### config.mk
export PLATFORM = sky130hd
export DESIGN_NAME = cofg_top
export DESIGN_NICKNAME = d
export VERILOG_FILES = /design/src/include/cofg_pkg.sv /design/src/include/cofg_log_if.sv /design/src/design/cofg_event_log.sv /design/src/design/cofg_top.sv
export SDC_FILE = /design/constraint.sdc
export NUM_CORES = 2
export LEC_CHECK = 0
export BUFFER_PORTS_ARGS = -buffer_cell sky130_fd_sc_hd__buf_2
export CORE_ASPECT_RATIO = 0.75
export CORE_MARGIN = 3
export CORE_UTILIZATION = 49
export DETAILED_ROUTE_END_ITERATION = 12
export GPL_ROUTABILITY_DRIVEN = 0
export PLACE_DENSITY = 0.62
export SLEW_MARGIN = 20
export SYNTH_ARGS = -nofsm -noshare
export SYNTH_HDL_FRONTEND = slang
export SYNTH_SLANG_ARGS = --single-unit
export TNS_END_PERCENT = 20
### constraint.sdc
create_clock -name clk_sys -period 5.7 [get_ports clk_sys]
set_clock_uncertainty 0.05 [all_clocks]
set_input_delay 0 -clock clk_sys [delete_from_list [all_inputs] [get_ports clk_sys]]
set_output_delay 0 -clock clk_sys [all_outputs]
set_load 0.01 [all_outputs]
### src/include/cofg_pkg.sv
// Constants, field layouts and types of the close-onto-fault guard.
// Assumes a single 20 MHz system clock and an APB register port.
package cofg_pkg;

  // ************************************************************
  // Timing
  // ************************************************************
  localparam int CLK_PERIOD_NS = 50;
  localparam int MS_NS = 1000000;
  localparam int TICK_CYCLES_DEF = MS_NS / CLK_PERIOD_NS;

  // ************************************************************
  // Sizes and reset values
  // ************************************************************
  localparam int WIN_W = 21;
  localparam logic [WIN_W-1:0] WIN_MAX_MS = 21'h1b7740;
  localparam logic [WIN_W-1:0] WIN_RST_MS = 21'h0003e8;
  localparam int SG_NUM = 8;
  localparam int SG_W = 3;
  localparam int TRIG_NUM = 4;
  localparam int LOG_DEPTH = 12;
  localparam int LOG_AGE_W = 4;
  localparam int TS_W = 32;

  // ************************************************************
  // Register offsets
  // ************************************************************
  localparam logic [7:0] OFS_CTRL = 8'h00;
  localparam logic [7:0] OFS_STATUS = 8'h04;
  localparam logic [7:0] OFS_REMAIN = 8'h08;
  localparam logic [7:0] OFS_ELAPSED = 8'h0c;
  localparam logic [7:0] OFS_IRQ_STAT = 8'h10;
  localparam logic [7:0] OFS_IRQ_MASK = 8'h14;
  localparam logic [7:0] OFS_LOG_SEL = 8'h18;
  localparam logic [7:0] OFS_LOG_TS = 8'h1c;
  localparam logic [7:0] OFS_LOG_INFO = 8'h20;
  localparam logic [7:0] OFS_LOG_REM = 8'h24;
  localparam logic [7:0] OFS_LOG_ELAP = 8'h28;
  localparam logic [7:0] OFS_WIN_BASE = 8'h40;
  localparam logic [7:0] OFS_WIN_END = 8'h60;

  // ************************************************************
  // Field positions and codes
  // ************************************************************
  localparam int CTRL_MODE_LSB = 0;
  localparam int CTRL_FEN_BIT = 4;
  localparam int CTRL_FSEL_LSB = 5;
  localparam int CTRL_STORE_LSB = 8;
  localparam int STAT_BLK_BIT = 4;
  localparam int STAT_SG_LSB = 8;
  localparam int INFO_SG_LSB = 4;
  localparam int LSEL_CNT_LSB = 8;
  localparam logic [2:0] MODE_ON = 3'h1;
  localparam logic [2:0] MODE_BLK = 3'h2;
  localparam logic [2:0] MODE_TEST = 3'h3;
  localparam logic [2:0] MODE_TESTBLK = 3'h4;
  localparam logic [2:0] MODE_OFF = 3'h5;
  localparam logic [1:0] FORCE_NORMAL = 2'h0;
  localparam logic [1:0] FORCE_BLOCKED = 2'h1;
  localparam logic [1:0] FORCE_ACTIVE = 2'h2;
  localparam logic [1:0] FORCE_TRIP = 2'h3;
  localparam logic [2:0] COND_NORMAL = 3'h0;
  localparam logic [2:0] COND_INIT = 3'h1;
  localparam logic [2:0] COND_ACTIVE = 3'h2;
  localparam logic [2:0] COND_TRIP = 3'h3;
  localparam logic [2:0] COND_BLOCKED = 3'h4;
  localparam logic [1:0] STORE_RST = 2'h3;
  // Flag order; event 2*f is the flag's ON event, 2*f+1 its OFF event.
  localparam int FL_INIT = 0;
  localparam int FL_BLK = 1;
  localparam int FL_ACT = 2;
  localparam int FL_TRIP = 3;
  localparam int EV_ACT_ON = 4;
  localparam logic [7:0] EV_ON_MASK = 8'h55;
  localparam logic [7:0] EV_LOG_MASK = 8'h54;

  typedef enum logic [2:0] {ST_NORMAL, ST_INIT, ST_ACTIVE, ST_TRIP, ST_BLOCKED} cofg_state_t;

  typedef struct packed {
    logic [TS_W-1:0] ts;
    logic [2:0] evt;
    logic [SG_W-1:0] sg;
    logic [WIN_W-1:0] rem;
    logic [WIN_W-1:0] elap;
  } cofg_rec_t;

endpackage

### src/include/cofg_log_if.sv
// Write and read port between the guard core and its record log.
// Assumes both ends run on clk_sys.
`timescale 1ns/1ps
interface cofg_log_if;
  import cofg_pkg::*;
  logic wr_valid;
  cofg_rec_t wr_rec;
  logic [LOG_AGE_W-1:0] rd_age;
  cofg_rec_t rd_rec;
  logic [LOG_AGE_W-1:0] count;
  modport writer (output wr_valid, output wr_rec, output rd_age, input rd_rec, input count);
  modport store (input wr_valid, input wr_rec, input rd_age, output rd_rec, output count);
endinterface

### src/design/cofg_event_log.sv
// Rolling log of the most recent time-stamped guard records.
// Assumes writes arrive on clk_sys at most one per enabled cycle.
`timescale 1ns/1ps
module cofg_event_log
  import cofg_pkg::*;
#(
  parameter int DEPTH = LOG_DEPTH
) (
  input wire logic clk_sys,
  input wire logic resetn,
  input wire logic ce,
  cofg_log_if.store lg
);

  localparam int AW = $clog2(DEPTH);

  cofg_rec_t mem [DEPTH];
  logic [AW-1:0] wptr_ff;
  logic [LOG_AGE_W-1:0] cnt_ff;
  logic [AW-1:0] rd_slot;

  // Age 0 is the newest record; the oldest one is overwritten when full.
  always_comb begin
    int s;
    s = int'(wptr_ff) + DEPTH - 1 - int'(lg.rd_age);
    if (s >= DEPTH) begin
      s = s - DEPTH;
    end
    rd_slot = AW'(s);
  end

  assign lg.rd_rec = (lg.rd_age < cnt_ff) ? mem[rd_slot] : '0;
  assign lg.count = cnt_ff;

  always_ff @(posedge clk_sys) begin
    if (ce && lg.wr_valid) begin
      mem[wptr_ff] <= lg.wr_rec;
    end
  end

  always_ff @(posedge clk_sys or negedge resetn) begin
    if (!resetn) begin
      wptr_ff <= '0;
      cnt_ff <= '0;
    end else if (ce && lg.wr_valid) begin
      wptr_ff <= (int'(wptr_ff) == DEPTH - 1) ? '0 : AW'(int'(wptr_ff) + 1);
      if (int'(cnt_ff) < DEPTH) begin
        cnt_ff <= cnt_ff + 1'b1;
      end
    end
  end

endmodule

### src/design/cofg_top.sv
// Close-onto-fault guard: arms a release window on an activate edge and
// trips at once if any protection start arrives while the window runs.
// Assumes APB on clk_sys and binary inputs from pins of other domains.
//
// The placing of the registers and the APB slave port are this design's own decisions.
`timescale 1ns/1ps

module cofg_top
  import cofg_pkg::*;
#(
  parameter int TICK_CYCLES = TICK_CYCLES_DEF,
  parameter int TRIG_N = TRIG_NUM
) (
  input wire logic clk_sys,
  input wire logic resetn,
  input wire logic ce,
  input wire logic psel,
  input wire logic penable,
  input wire logic pwrite,
  input wire logic [7:0] paddr,
  input wire logic [31:0] pwdata,
  output logic [31:0] prdata,
  output logic pready,
  output logic pslverr,
  input wire logic activate_in,
  input wire logic block_in,
  input wire logic [TRIG_N-1:0] trigger_in,
  input wire logic [SG_W-1:0] setting_group,
  input wire logic [TS_W-1:0] ts_ms,
  output logic blocked_out,
  output logic active_out,
  output logic trip_out,
  output logic [7:0] evt_pulse,
  output logic [TS_W-1:0] evt_ts,
  output logic [SG_W-1:0] evt_sg,
  output logic [WIN_W-1:0] evt_rem,
  output logic [WIN_W-1:0] evt_elap,
  output logic irq
);

  // ************************************************************
  // Input synchronisers
  // ************************************************************
  // Only binary levels enter the guard; there is no analog path.
  logic act_s1_ff, act_s2_ff, act_prev_ff;
  logic blk_s1_ff, blk_s2_ff;
  logic [TRIG_N-1:0] trig_s1_ff, trig_s2_ff;

  always_ff @(posedge clk_sys or negedge resetn) begin
    if (!resetn) begin
      act_s1_ff <= 1'b0;
      act_s2_ff <= 1'b0;
      act_prev_ff <= 1'b0;
      blk_s1_ff <= 1'b0;
      blk_s2_ff <= 1'b0;
      trig_s1_ff <= '0;
      trig_s2_ff <= '0;
    end else if (ce) begin
      act_s1_ff <= activate_in;
      act_s2_ff <= act_s1_ff;
      act_prev_ff <= act_s2_ff;
      blk_s1_ff <= block_in;
      blk_s2_ff <= blk_s1_ff;
      trig_s1_ff <= trigger_in;
      trig_s2_ff <= trig_s1_ff;
    end
  end

  // ************************************************************
  // Registers and decode
  // ************************************************************
  logic [2:0] mode_ff;
  logic force_en_ff;
  logic [1:0] force_sel_ff;
  logic [1:0] store_sel_ff;
  logic [WIN_W-1:0] win_ff [SG_NUM];
  logic [7:0] irq_stat_ff, irq_mask_ff;
  logic [LOG_AGE_W-1:0] log_sel_ff;
  logic [31:0] prdata_ff;
  logic rdv_ff, err_ff;
  logic [31:0] rd_word;
  logic rd_hit;
  cofg_state_t state_ff, nxt_state;
  logic [3:0] flags_ff, nxt_flags;
  logic [2:0] cond_ff, nxt_cond;
  logic trip_pin_ff;
  logic [7:0] evt_raw_ff, nxt_evt;
  logic [WIN_W-1:0] elap_ff, nxt_elap;
  logic [31:0] tick_cnt_ff;
  logic [TS_W-1:0] evt_ts_ff;
  logic [SG_W-1:0] evt_sg_ff;
  logic [WIN_W-1:0] evt_rem_ff, evt_elap_ff;
  cofg_log_if lg();

  function automatic logic mode_legal(input logic [2:0] m);
    mode_legal = (m >= MODE_ON) && (m <= MODE_OFF);
  endfunction

  wire logic wr_en = psel && penable && pready && pwrite;
  wire logic is_win = (paddr >= OFS_WIN_BASE) && (paddr < OFS_WIN_END) && (paddr[1:0] == 2'h0);
  wire logic [SG_W-1:0] win_idx = paddr[4:2];
  wire logic [WIN_W-1:0] win_wval = (pwdata > 32'(WIN_MAX_MS)) ? WIN_MAX_MS : pwdata[WIN_W-1:0];
  wire logic [2:0] wr_mode = pwdata[CTRL_MODE_LSB+:3];

  // The mode and the window are read live, so a group switch rescales a running window.
  wire logic run = (mode_ff != MODE_OFF);
  wire logic blk_eff = run && (blk_s2_ff || mode_ff == MODE_BLK || mode_ff == MODE_TESTBLK);
  wire logic act_rise = act_s2_ff && !act_prev_ff;
  wire logic trig_any = |trig_s2_ff;
  wire logic tick = (tick_cnt_ff == 32'(TICK_CYCLES - 1));
  wire logic [WIN_W-1:0] win_cur = win_ff[setting_group];
  wire logic expired = (elap_ff >= win_cur);
  wire logic [WIN_W-1:0] remaining = expired ? '0 : win_cur - elap_ff;
  wire logic counting = (state_ff == ST_INIT) || (state_ff == ST_ACTIVE) || (state_ff == ST_TRIP);
  wire logic arm = act_rise && (nxt_state == ST_INIT);

  always_comb begin
    rd_hit = 1'b1;
    rd_word = '0;
    unique case (paddr)
      OFS_CTRL: rd_word = {22'h0, store_sel_ff, 1'b0, force_sel_ff, force_en_ff, 1'b0, mode_ff};
      OFS_STATUS: rd_word = {21'h0, setting_group, 1'b0, trip_pin_ff, active_out, blocked_out, 1'b0, cond_ff};
      OFS_REMAIN: rd_word = 32'(remaining);
      OFS_ELAPSED: rd_word = 32'(elap_ff);
      OFS_IRQ_STAT: rd_word = 32'(irq_stat_ff);
      OFS_IRQ_MASK: rd_word = 32'(irq_mask_ff);
      OFS_LOG_SEL: rd_word = {20'h0, lg.count, 4'h0, log_sel_ff};
      OFS_LOG_TS: rd_word = lg.rd_rec.ts;
      OFS_LOG_INFO: rd_word = {25'h0, lg.rd_rec.sg, 1'b0, lg.rd_rec.evt};
      OFS_LOG_REM: rd_word = 32'(lg.rd_rec.rem);
      OFS_LOG_ELAP: rd_word = 32'(lg.rd_rec.elap);
      default: begin
        rd_hit = is_win;
        rd_word = is_win ? 32'(win_ff[win_idx]) : '0;
      end
    endcase
  end

  // Data is captured one cycle ahead, so the access phase never waits while ce is high.
  assign pready = ce && rdv_ff;
  assign prdata = prdata_ff;
  assign pslverr = psel && penable && pready && err_ff;

  always_ff @(posedge clk_sys or negedge resetn) begin
    if (!resetn) begin
      rdv_ff <= 1'b0;
      err_ff <= 1'b0;
      prdata_ff <= '0;
    end else if (ce) begin
      rdv_ff <= psel && !(penable && rdv_ff);
      err_ff <= !rd_hit;
      prdata_ff <= (psel && !pwrite) ? rd_word : '0;
    end
  end

  always_ff @(posedge clk_sys or negedge resetn) begin
    if (!resetn) begin
      mode_ff <= MODE_ON;
      force_en_ff <= 1'b0;
      force_sel_ff <= FORCE_NORMAL;
      store_sel_ff <= STORE_RST;
      irq_mask_ff <= '0;
      log_sel_ff <= '0;
      for (int i = 0; i < SG_NUM; i++) begin
        win_ff[i] <= WIN_RST_MS;
      end
    end else if (ce && wr_en && !err_ff) begin
      if (paddr == OFS_CTRL) begin
        if (mode_legal(wr_mode)) begin
          mode_ff <= wr_mode;
        end
        force_en_ff <= pwdata[CTRL_FEN_BIT];
        force_sel_ff <= pwdata[CTRL_FSEL_LSB+:2];
        store_sel_ff <= pwdata[CTRL_STORE_LSB+:2];
      end
      if (paddr == OFS_IRQ_MASK) begin
        irq_mask_ff <= pwdata[7:0];
      end
      if (paddr == OFS_LOG_SEL) begin
        log_sel_ff <= pwdata[LOG_AGE_W-1:0];
      end
      if (is_win) begin
        win_ff[win_idx] <= win_wval;
      end
    end
  end

  // ************************************************************
  // Guard sequence
  // ************************************************************
  always_comb begin
    nxt_state = state_ff;
    if (!run) begin
      nxt_state = ST_NORMAL;
    end else if (blk_eff) begin
      nxt_state = ST_BLOCKED;
    end else begin
      unique case (state_ff)
        ST_NORMAL: begin
          if (act_rise) nxt_state = ST_INIT;
        end
        ST_BLOCKED: begin
          nxt_state = act_rise ? ST_INIT : ST_NORMAL;
        end
        ST_INIT: begin
          if (act_rise) nxt_state = ST_INIT;
          else if (expired) nxt_state = ST_NORMAL;
          else if (trig_any) nxt_state = ST_TRIP;
          else if (tick) nxt_state = ST_ACTIVE;
        end
        ST_ACTIVE: begin
          if (act_rise) nxt_state = ST_INIT;
          else if (expired) nxt_state = ST_NORMAL;
          else if (trig_any) nxt_state = ST_TRIP;
        end
        ST_TRIP: begin
          if (!trig_any) nxt_state = expired ? ST_NORMAL : ST_ACTIVE;
        end
      endcase
    end
  end

  // Elapsed time restarts on every arm and saturates at the release time.
  always_comb begin
    nxt_elap = elap_ff;
    if (arm) begin
      nxt_elap = '0;
    end else if (tick && counting && !expired) begin
      nxt_elap = elap_ff + 1'b1;
    end
  end

  always_comb begin
    nxt_flags = '0;
    nxt_cond = COND_NORMAL;
    if (force_en_ff) begin
      unique case (force_sel_ff)
        FORCE_NORMAL: nxt_cond = COND_NORMAL;
        FORCE_BLOCKED: begin
          nxt_flags[FL_BLK] = 1'b1;
          nxt_cond = COND_BLOCKED;
        end
        FORCE_ACTIVE: begin
          nxt_flags[FL_ACT] = 1'b1;
          nxt_cond = COND_ACTIVE;
        end
        FORCE_TRIP: begin
          nxt_flags[FL_ACT] = 1'b1;
          nxt_flags[FL_TRIP] = 1'b1;
          nxt_cond = COND_TRIP;
        end
      endcase
    end else begin
      unique case (nxt_state)
        ST_NORMAL: nxt_cond = COND_NORMAL;
        ST_INIT: begin
          nxt_flags[FL_INIT] = 1'b1;
          nxt_cond = COND_INIT;
        end
        ST_ACTIVE: begin
          nxt_flags[FL_ACT] = 1'b1;
          nxt_cond = COND_ACTIVE;
        end
        ST_TRIP: begin
          nxt_flags[FL_ACT] = 1'b1;
          nxt_flags[FL_TRIP] = 1'b1;
          nxt_cond = COND_TRIP;
        end
        ST_BLOCKED: begin
          nxt_flags[FL_BLK] = 1'b1;
          nxt_cond = COND_BLOCKED;
        end
      endcase
    end
    for (int f = 0; f < 4; f++) begin
      nxt_evt[2*f] = nxt_flags[f] && !flags_ff[f];
      nxt_evt[2*f+1] = !nxt_flags[f] && flags_ff[f];
    end
  end

  always_ff @(posedge clk_sys or negedge resetn) begin
    if (!resetn) begin
      state_ff <= ST_NORMAL;
      flags_ff <= '0;
      cond_ff <= COND_NORMAL;
      trip_pin_ff <= 1'b0;
      evt_raw_ff <= '0;
      elap_ff <= '0;
      tick_cnt_ff <= '0;
    end else if (ce) begin
      state_ff <= nxt_state;
      flags_ff <= nxt_flags;
      cond_ff <= nxt_cond;
      // Test mode shows the trip in status and events but keeps the breaker pin quiet.
      trip_pin_ff <= nxt_flags[FL_TRIP] && (mode_ff != MODE_TEST);
      evt_raw_ff <= nxt_evt;
      elap_ff <= nxt_elap;
      tick_cnt_ff <= (tick || arm) ? '0 : tick_cnt_ff + 1'b1;
    end
  end

  // ************************************************************
  // Events, process data, log and interrupt
  // ************************************************************
  always_ff @(posedge clk_sys or negedge resetn) begin
    if (!resetn) begin
      evt_ts_ff <= '0;
      evt_sg_ff <= '0;
      evt_rem_ff <= '0;
      evt_elap_ff <= '0;
    end else if (ce && (|nxt_evt)) begin
      evt_ts_ff <= ts_ms;
      evt_sg_ff <= setting_group;
      evt_rem_ff <= remaining;
      evt_elap_ff <= elap_ff;
    end
  end

  wire logic [7:0] store_mask = (store_sel_ff[0] ? EV_ON_MASK : 8'h00) | (store_sel_ff[1] ? ~EV_ON_MASK : 8'h00);
  assign evt_pulse = ce ? (evt_raw_ff & store_mask) : 8'h00;
  assign evt_ts = evt_ts_ff;
  assign evt_sg = evt_sg_ff;
  assign evt_rem = evt_rem_ff;
  assign evt_elap = evt_elap_ff;
  assign blocked_out = flags_ff[FL_BLK];
  assign active_out = flags_ff[FL_ACT];
  assign trip_out = trip_pin_ff;

  // ON events can coincide: a step from init into trip raises ACT and TRIP ON together, and the record keeps only the TRIP ON code.
  wire logic [7:0] log_evt = evt_raw_ff & EV_LOG_MASK;
  assign lg.wr_valid = |log_evt;
  assign lg.wr_rec.ts = evt_ts_ff;
  assign lg.wr_rec.evt = log_evt[6] ? 3'h6 : (log_evt[4] ? 3'h4 : 3'h2);
  assign lg.wr_rec.sg = evt_sg_ff;
  assign lg.wr_rec.rem = evt_rem_ff;
  assign lg.wr_rec.elap = evt_elap_ff;
  assign lg.rd_age = log_sel_ff;

  cofg_event_log #(.DEPTH(LOG_DEPTH)) u_log (
    .clk_sys(clk_sys),
    .resetn(resetn),
    .ce(ce),
    .lg(lg.store)
  );

  // A new event in the clearing cycle stays set.
  wire logic [7:0] irq_w1c = (wr_en && !err_ff && paddr == OFS_IRQ_STAT) ? pwdata[7:0] : 8'h00;

  always_ff @(posedge clk_sys or negedge resetn) begin
    if (!resetn) begin
      irq_stat_ff <= '0;
    end else if (ce) begin
      irq_stat_ff <= (irq_stat_ff & ~irq_w1c) | evt_raw_ff;
    end
  end

  assign irq = |(irq_stat_ff & irq_mask_ff);
endmodule

==> out/metrics.yaml <==
max-cap-violations: 0
drtPass1Iterations: 9
ff2ff_path_depth: 16
yosysUniqueCellTypes: 71
synth-edff-count: 948
clkPwrFrac: 0.330
setup-tns-final_ns: 0
fin_crit_ns: 5.33
finalMaxSlewViolations: 0
arrival_ns: 5.90
antenna_left: 0
cp.required_ns: 6.27
cts_buffer_depth: 3
initialDrtViolationCount: 3596
syn_area_um2: 57300
vias_per_cell: 6.15
p_comb_frac: 0.219
swShare: 0.295
synth_area_per_cell_um2: 15.7
dp_cells: 5205
hold_ws_ns: 0.0971
grt_antenna_before_repair: 9
nets: 4073
grt_pass1_vias: 33813
dieArea_um2: 121000
place_area_um2: 59900
stdcell_area_um2: 65500
power.static_leakage_nw: 23.2
grt_setup_unrepaired: "no"
routed_wl_mm: 156
worst_slack_ns: 0.370
crit_path_top_delay_cell: "nor4_4"
htree_levels: 4
p_int_mw: 18.7
crit_chain: "dlygate4sd3_1 > buf_4 > buf_12 > buf_4 > mux4_2 > mux2_2 > ha_1 > and4_1 > and2_1 > nand2_1 > nor4_4 > a221o_1 > nor2_1 > o41a_1 > inv_1 > ha_1 > nand4_1 > nand2_4 > buf_4 > mux2_2"
final_common_cell: "edfxtp_1"
finalSetupViolations: 0
fp-row-count: 107
p_sw_mw: 7.81
ys.warnings.count: 0
slew-limit-headroom: 0.244
min-delay-start: "pwdata[9]"
grt_pass1_wl_mm: 233
grt_max_degree: 135
endpoint_kind: "register"
r2r-end: "evt_ts[26]"
fin_util: 0.570
worst_pin_slew_ns: 1.13
finalHoldViolations: 0
io_buffers: 209
core_area_um2: 115000
pin_count: 210
layout_common_cells: "edfxtp_1, nand2_1, dfrtp_1"
timing.final.crit_share: 0.935
drive_gt1_frac: 0.244
place_hpwl_mm: 99.2
p_per_area_nw_per_um2: 405
synth-seq-cells: 1348
clk_latency_ns: 0.75
grt_usage: 0.260
clockRootBuffer: "clkbuf_16"
p_seq_frac: 0.451
synth_async_sr_flop_share: 0.297
cp_slowest_stage_delay_ns: 0.54
crit_family: "buffers and inverters"
critPathMaxFanout: 19
ir_worst_vdd_mv: 0.325
routed-via-count: 34286
initial_utilization: 0.499
r2r_slack_ns: 0.37
hp-class: "in2reg"
dp_slack_ns: -0.0209
drc: 0
tritoncts: "done"
clock-sinks: 1348
r2r_start: "win_ff[96]"
postCtsSetupRepairBufs: 0
synthFlopType: "edfxtp_1"
crit_type: "in2reg"
overflow: 0
fmax_mhz: 188
path_clk_slew_ns: 0.06
worst_path_most_repeated_cell: "buf_4"
mappedNetlistNets: 3798
total_power_mw: 26.5
whs_endpoint: "store_sel_ff[1]"
wl_per_cell_um: 28.0
syn_inst: 3660
syn_to_final_growth_pct: 14.3
die_y_um: 302
die-width_um: 401
critPathLaunchType: "input port"
seq_area_frac_synth: 0.672
holdPathStages: 3
fin_cells: 5574
status: "complete, no violations"
crit_buf_inv: 6
cts_made_buffers: 132
## sequential cells by signal (all words and copies together) (netlist names), 2 cells and up
signal,count
elap_ff,21
trig_s2_ff,4
flags_ff,4
evt_rem,21
win_ff,168
irq_stat_ff,8
evt_elap,21
evt_raw_ff,8
tick_cnt_ff,32
u_log.mem,948
evt_sg,3
irq_mask_ff,8
trig_s1_ff,4
evt_ts,32
u_log.lg.count,4
state_ff,3
u_log.wptr_ff,4
lg.rd_age,4
force_sel_ff,2
store_sel_ff,2
mode_ff,3
cond_ff,3
prdata,32
## cells in the mapped netlist (all sizes together) (55+ instances only)
master | count | area [µm²]
mux2 | 100 | 1130
mux4 | 289 | 6510
o21ai | 273 | 1370
a22oi | 78 | 586
buf | 149 | 890
clkbuf | 147 | 552
edfxtp | 948 | 28500
dfrtp | 349 | 8730
nand2 | 363 | 1360
nor2 | 106 | 398
inv | 55 | 206
a21oi | 117 | 586
## worst max path at each step
| stage | from | endpoint | cells past startpoint |
|---|---|---|---|
| 2_1_floorplan | setting_group[0] | evt_rem[11] | 18 |
| 3_3_place_gp | setting_group[1] | evt_ts[25] | 18 |
| 5_1_grt | setting_group[0] | evt_ts[23] | 20 |
| 3_5_place_dp | setting_group[1] | evt_ts[10] | 18 |
| 4_1_cts | win_ff[86] | evt_ts[11] | 16 |
| 6_report | setting_group[0] | evt_ts[26] | 20 |
## layer usage
layer  vias to the layer above  global-route usage  share of wire
met4                         2              0.0872          0.029
met3                       235              0.0568          0.085
met2                      1435               0.391           0.45
met5                         -                   0       0.000083
li1                      14791                   -              -
met1                     17823               0.382           0.43
## worst register-to-register path: stages, from the launching register on
cell and delay (ns):
dfrtp_1 0.40, mux4_2 0.47, mux2_2 0.34, ha_1 0.41, nand4_1 0.21, nor3_1 0.08
a2111oi_1 0.51, o31ai_2 0.25, a21oi_1 0.44, nor2_1 0.22, o41a_1 0.47, inv_1 0.09
ha_1 0.13, nand4_1 0.14, nand2_4 0.30, buf_4 0.33, mux2_2 0.38
## kinds of logic (layout without fill, tap and decap cells)
family          after synthesis  in the layout  share of synthesized area
compound gates              725            725                     0.0812
xor+xnor                     47             47                    0.00718
fa+ha+maj                    51             51                     0.0114
buf+inv                     352            736                     0.0288
flops                      1348           1348                      0.672
mux                         442            442                      0.142
other cells                   0              4                          0
simple gates                695            695                     0.0564
## final cells by class
type / instances / area, µm²
Antenna cell: 4 / 10.0
Fill cell: 9010 / 49400
Clock inverter: 69 / 693
Inverter: 56 / 210
Tap cell: 1526 / 1910
Clock buffer: 174 / 3620
Sequential cell: 1348 / 38500
Timing Repair Buffer: 437 / 3250
Multi-Input combinational cell: 1960 / 17300
## power by group through the flow
stage / Sequential (mW) / Clock, mW / Combinational [mW]
global placement: 12.1 / 0 / 5.74
floorplan: 11.9 / 0 / 3.93
detailed placement: 12.2 / 0 / 5.76
global route: 12.0 / 9.29 / 6.23
CTS: 12.0 / 8.89 / 5.85
finish: 12.0 / 8.75 / 5.80
## what timing repair did
action / 4_1_cts / 5_1_grt
hold buffers: 122 / 0
resized for setup: 0 / 3
endpoints found under the hold margin: 626 / 0
setup endpoints to repair: 0 / 47
Note: power is estimated with default switching activity, not from simulation.
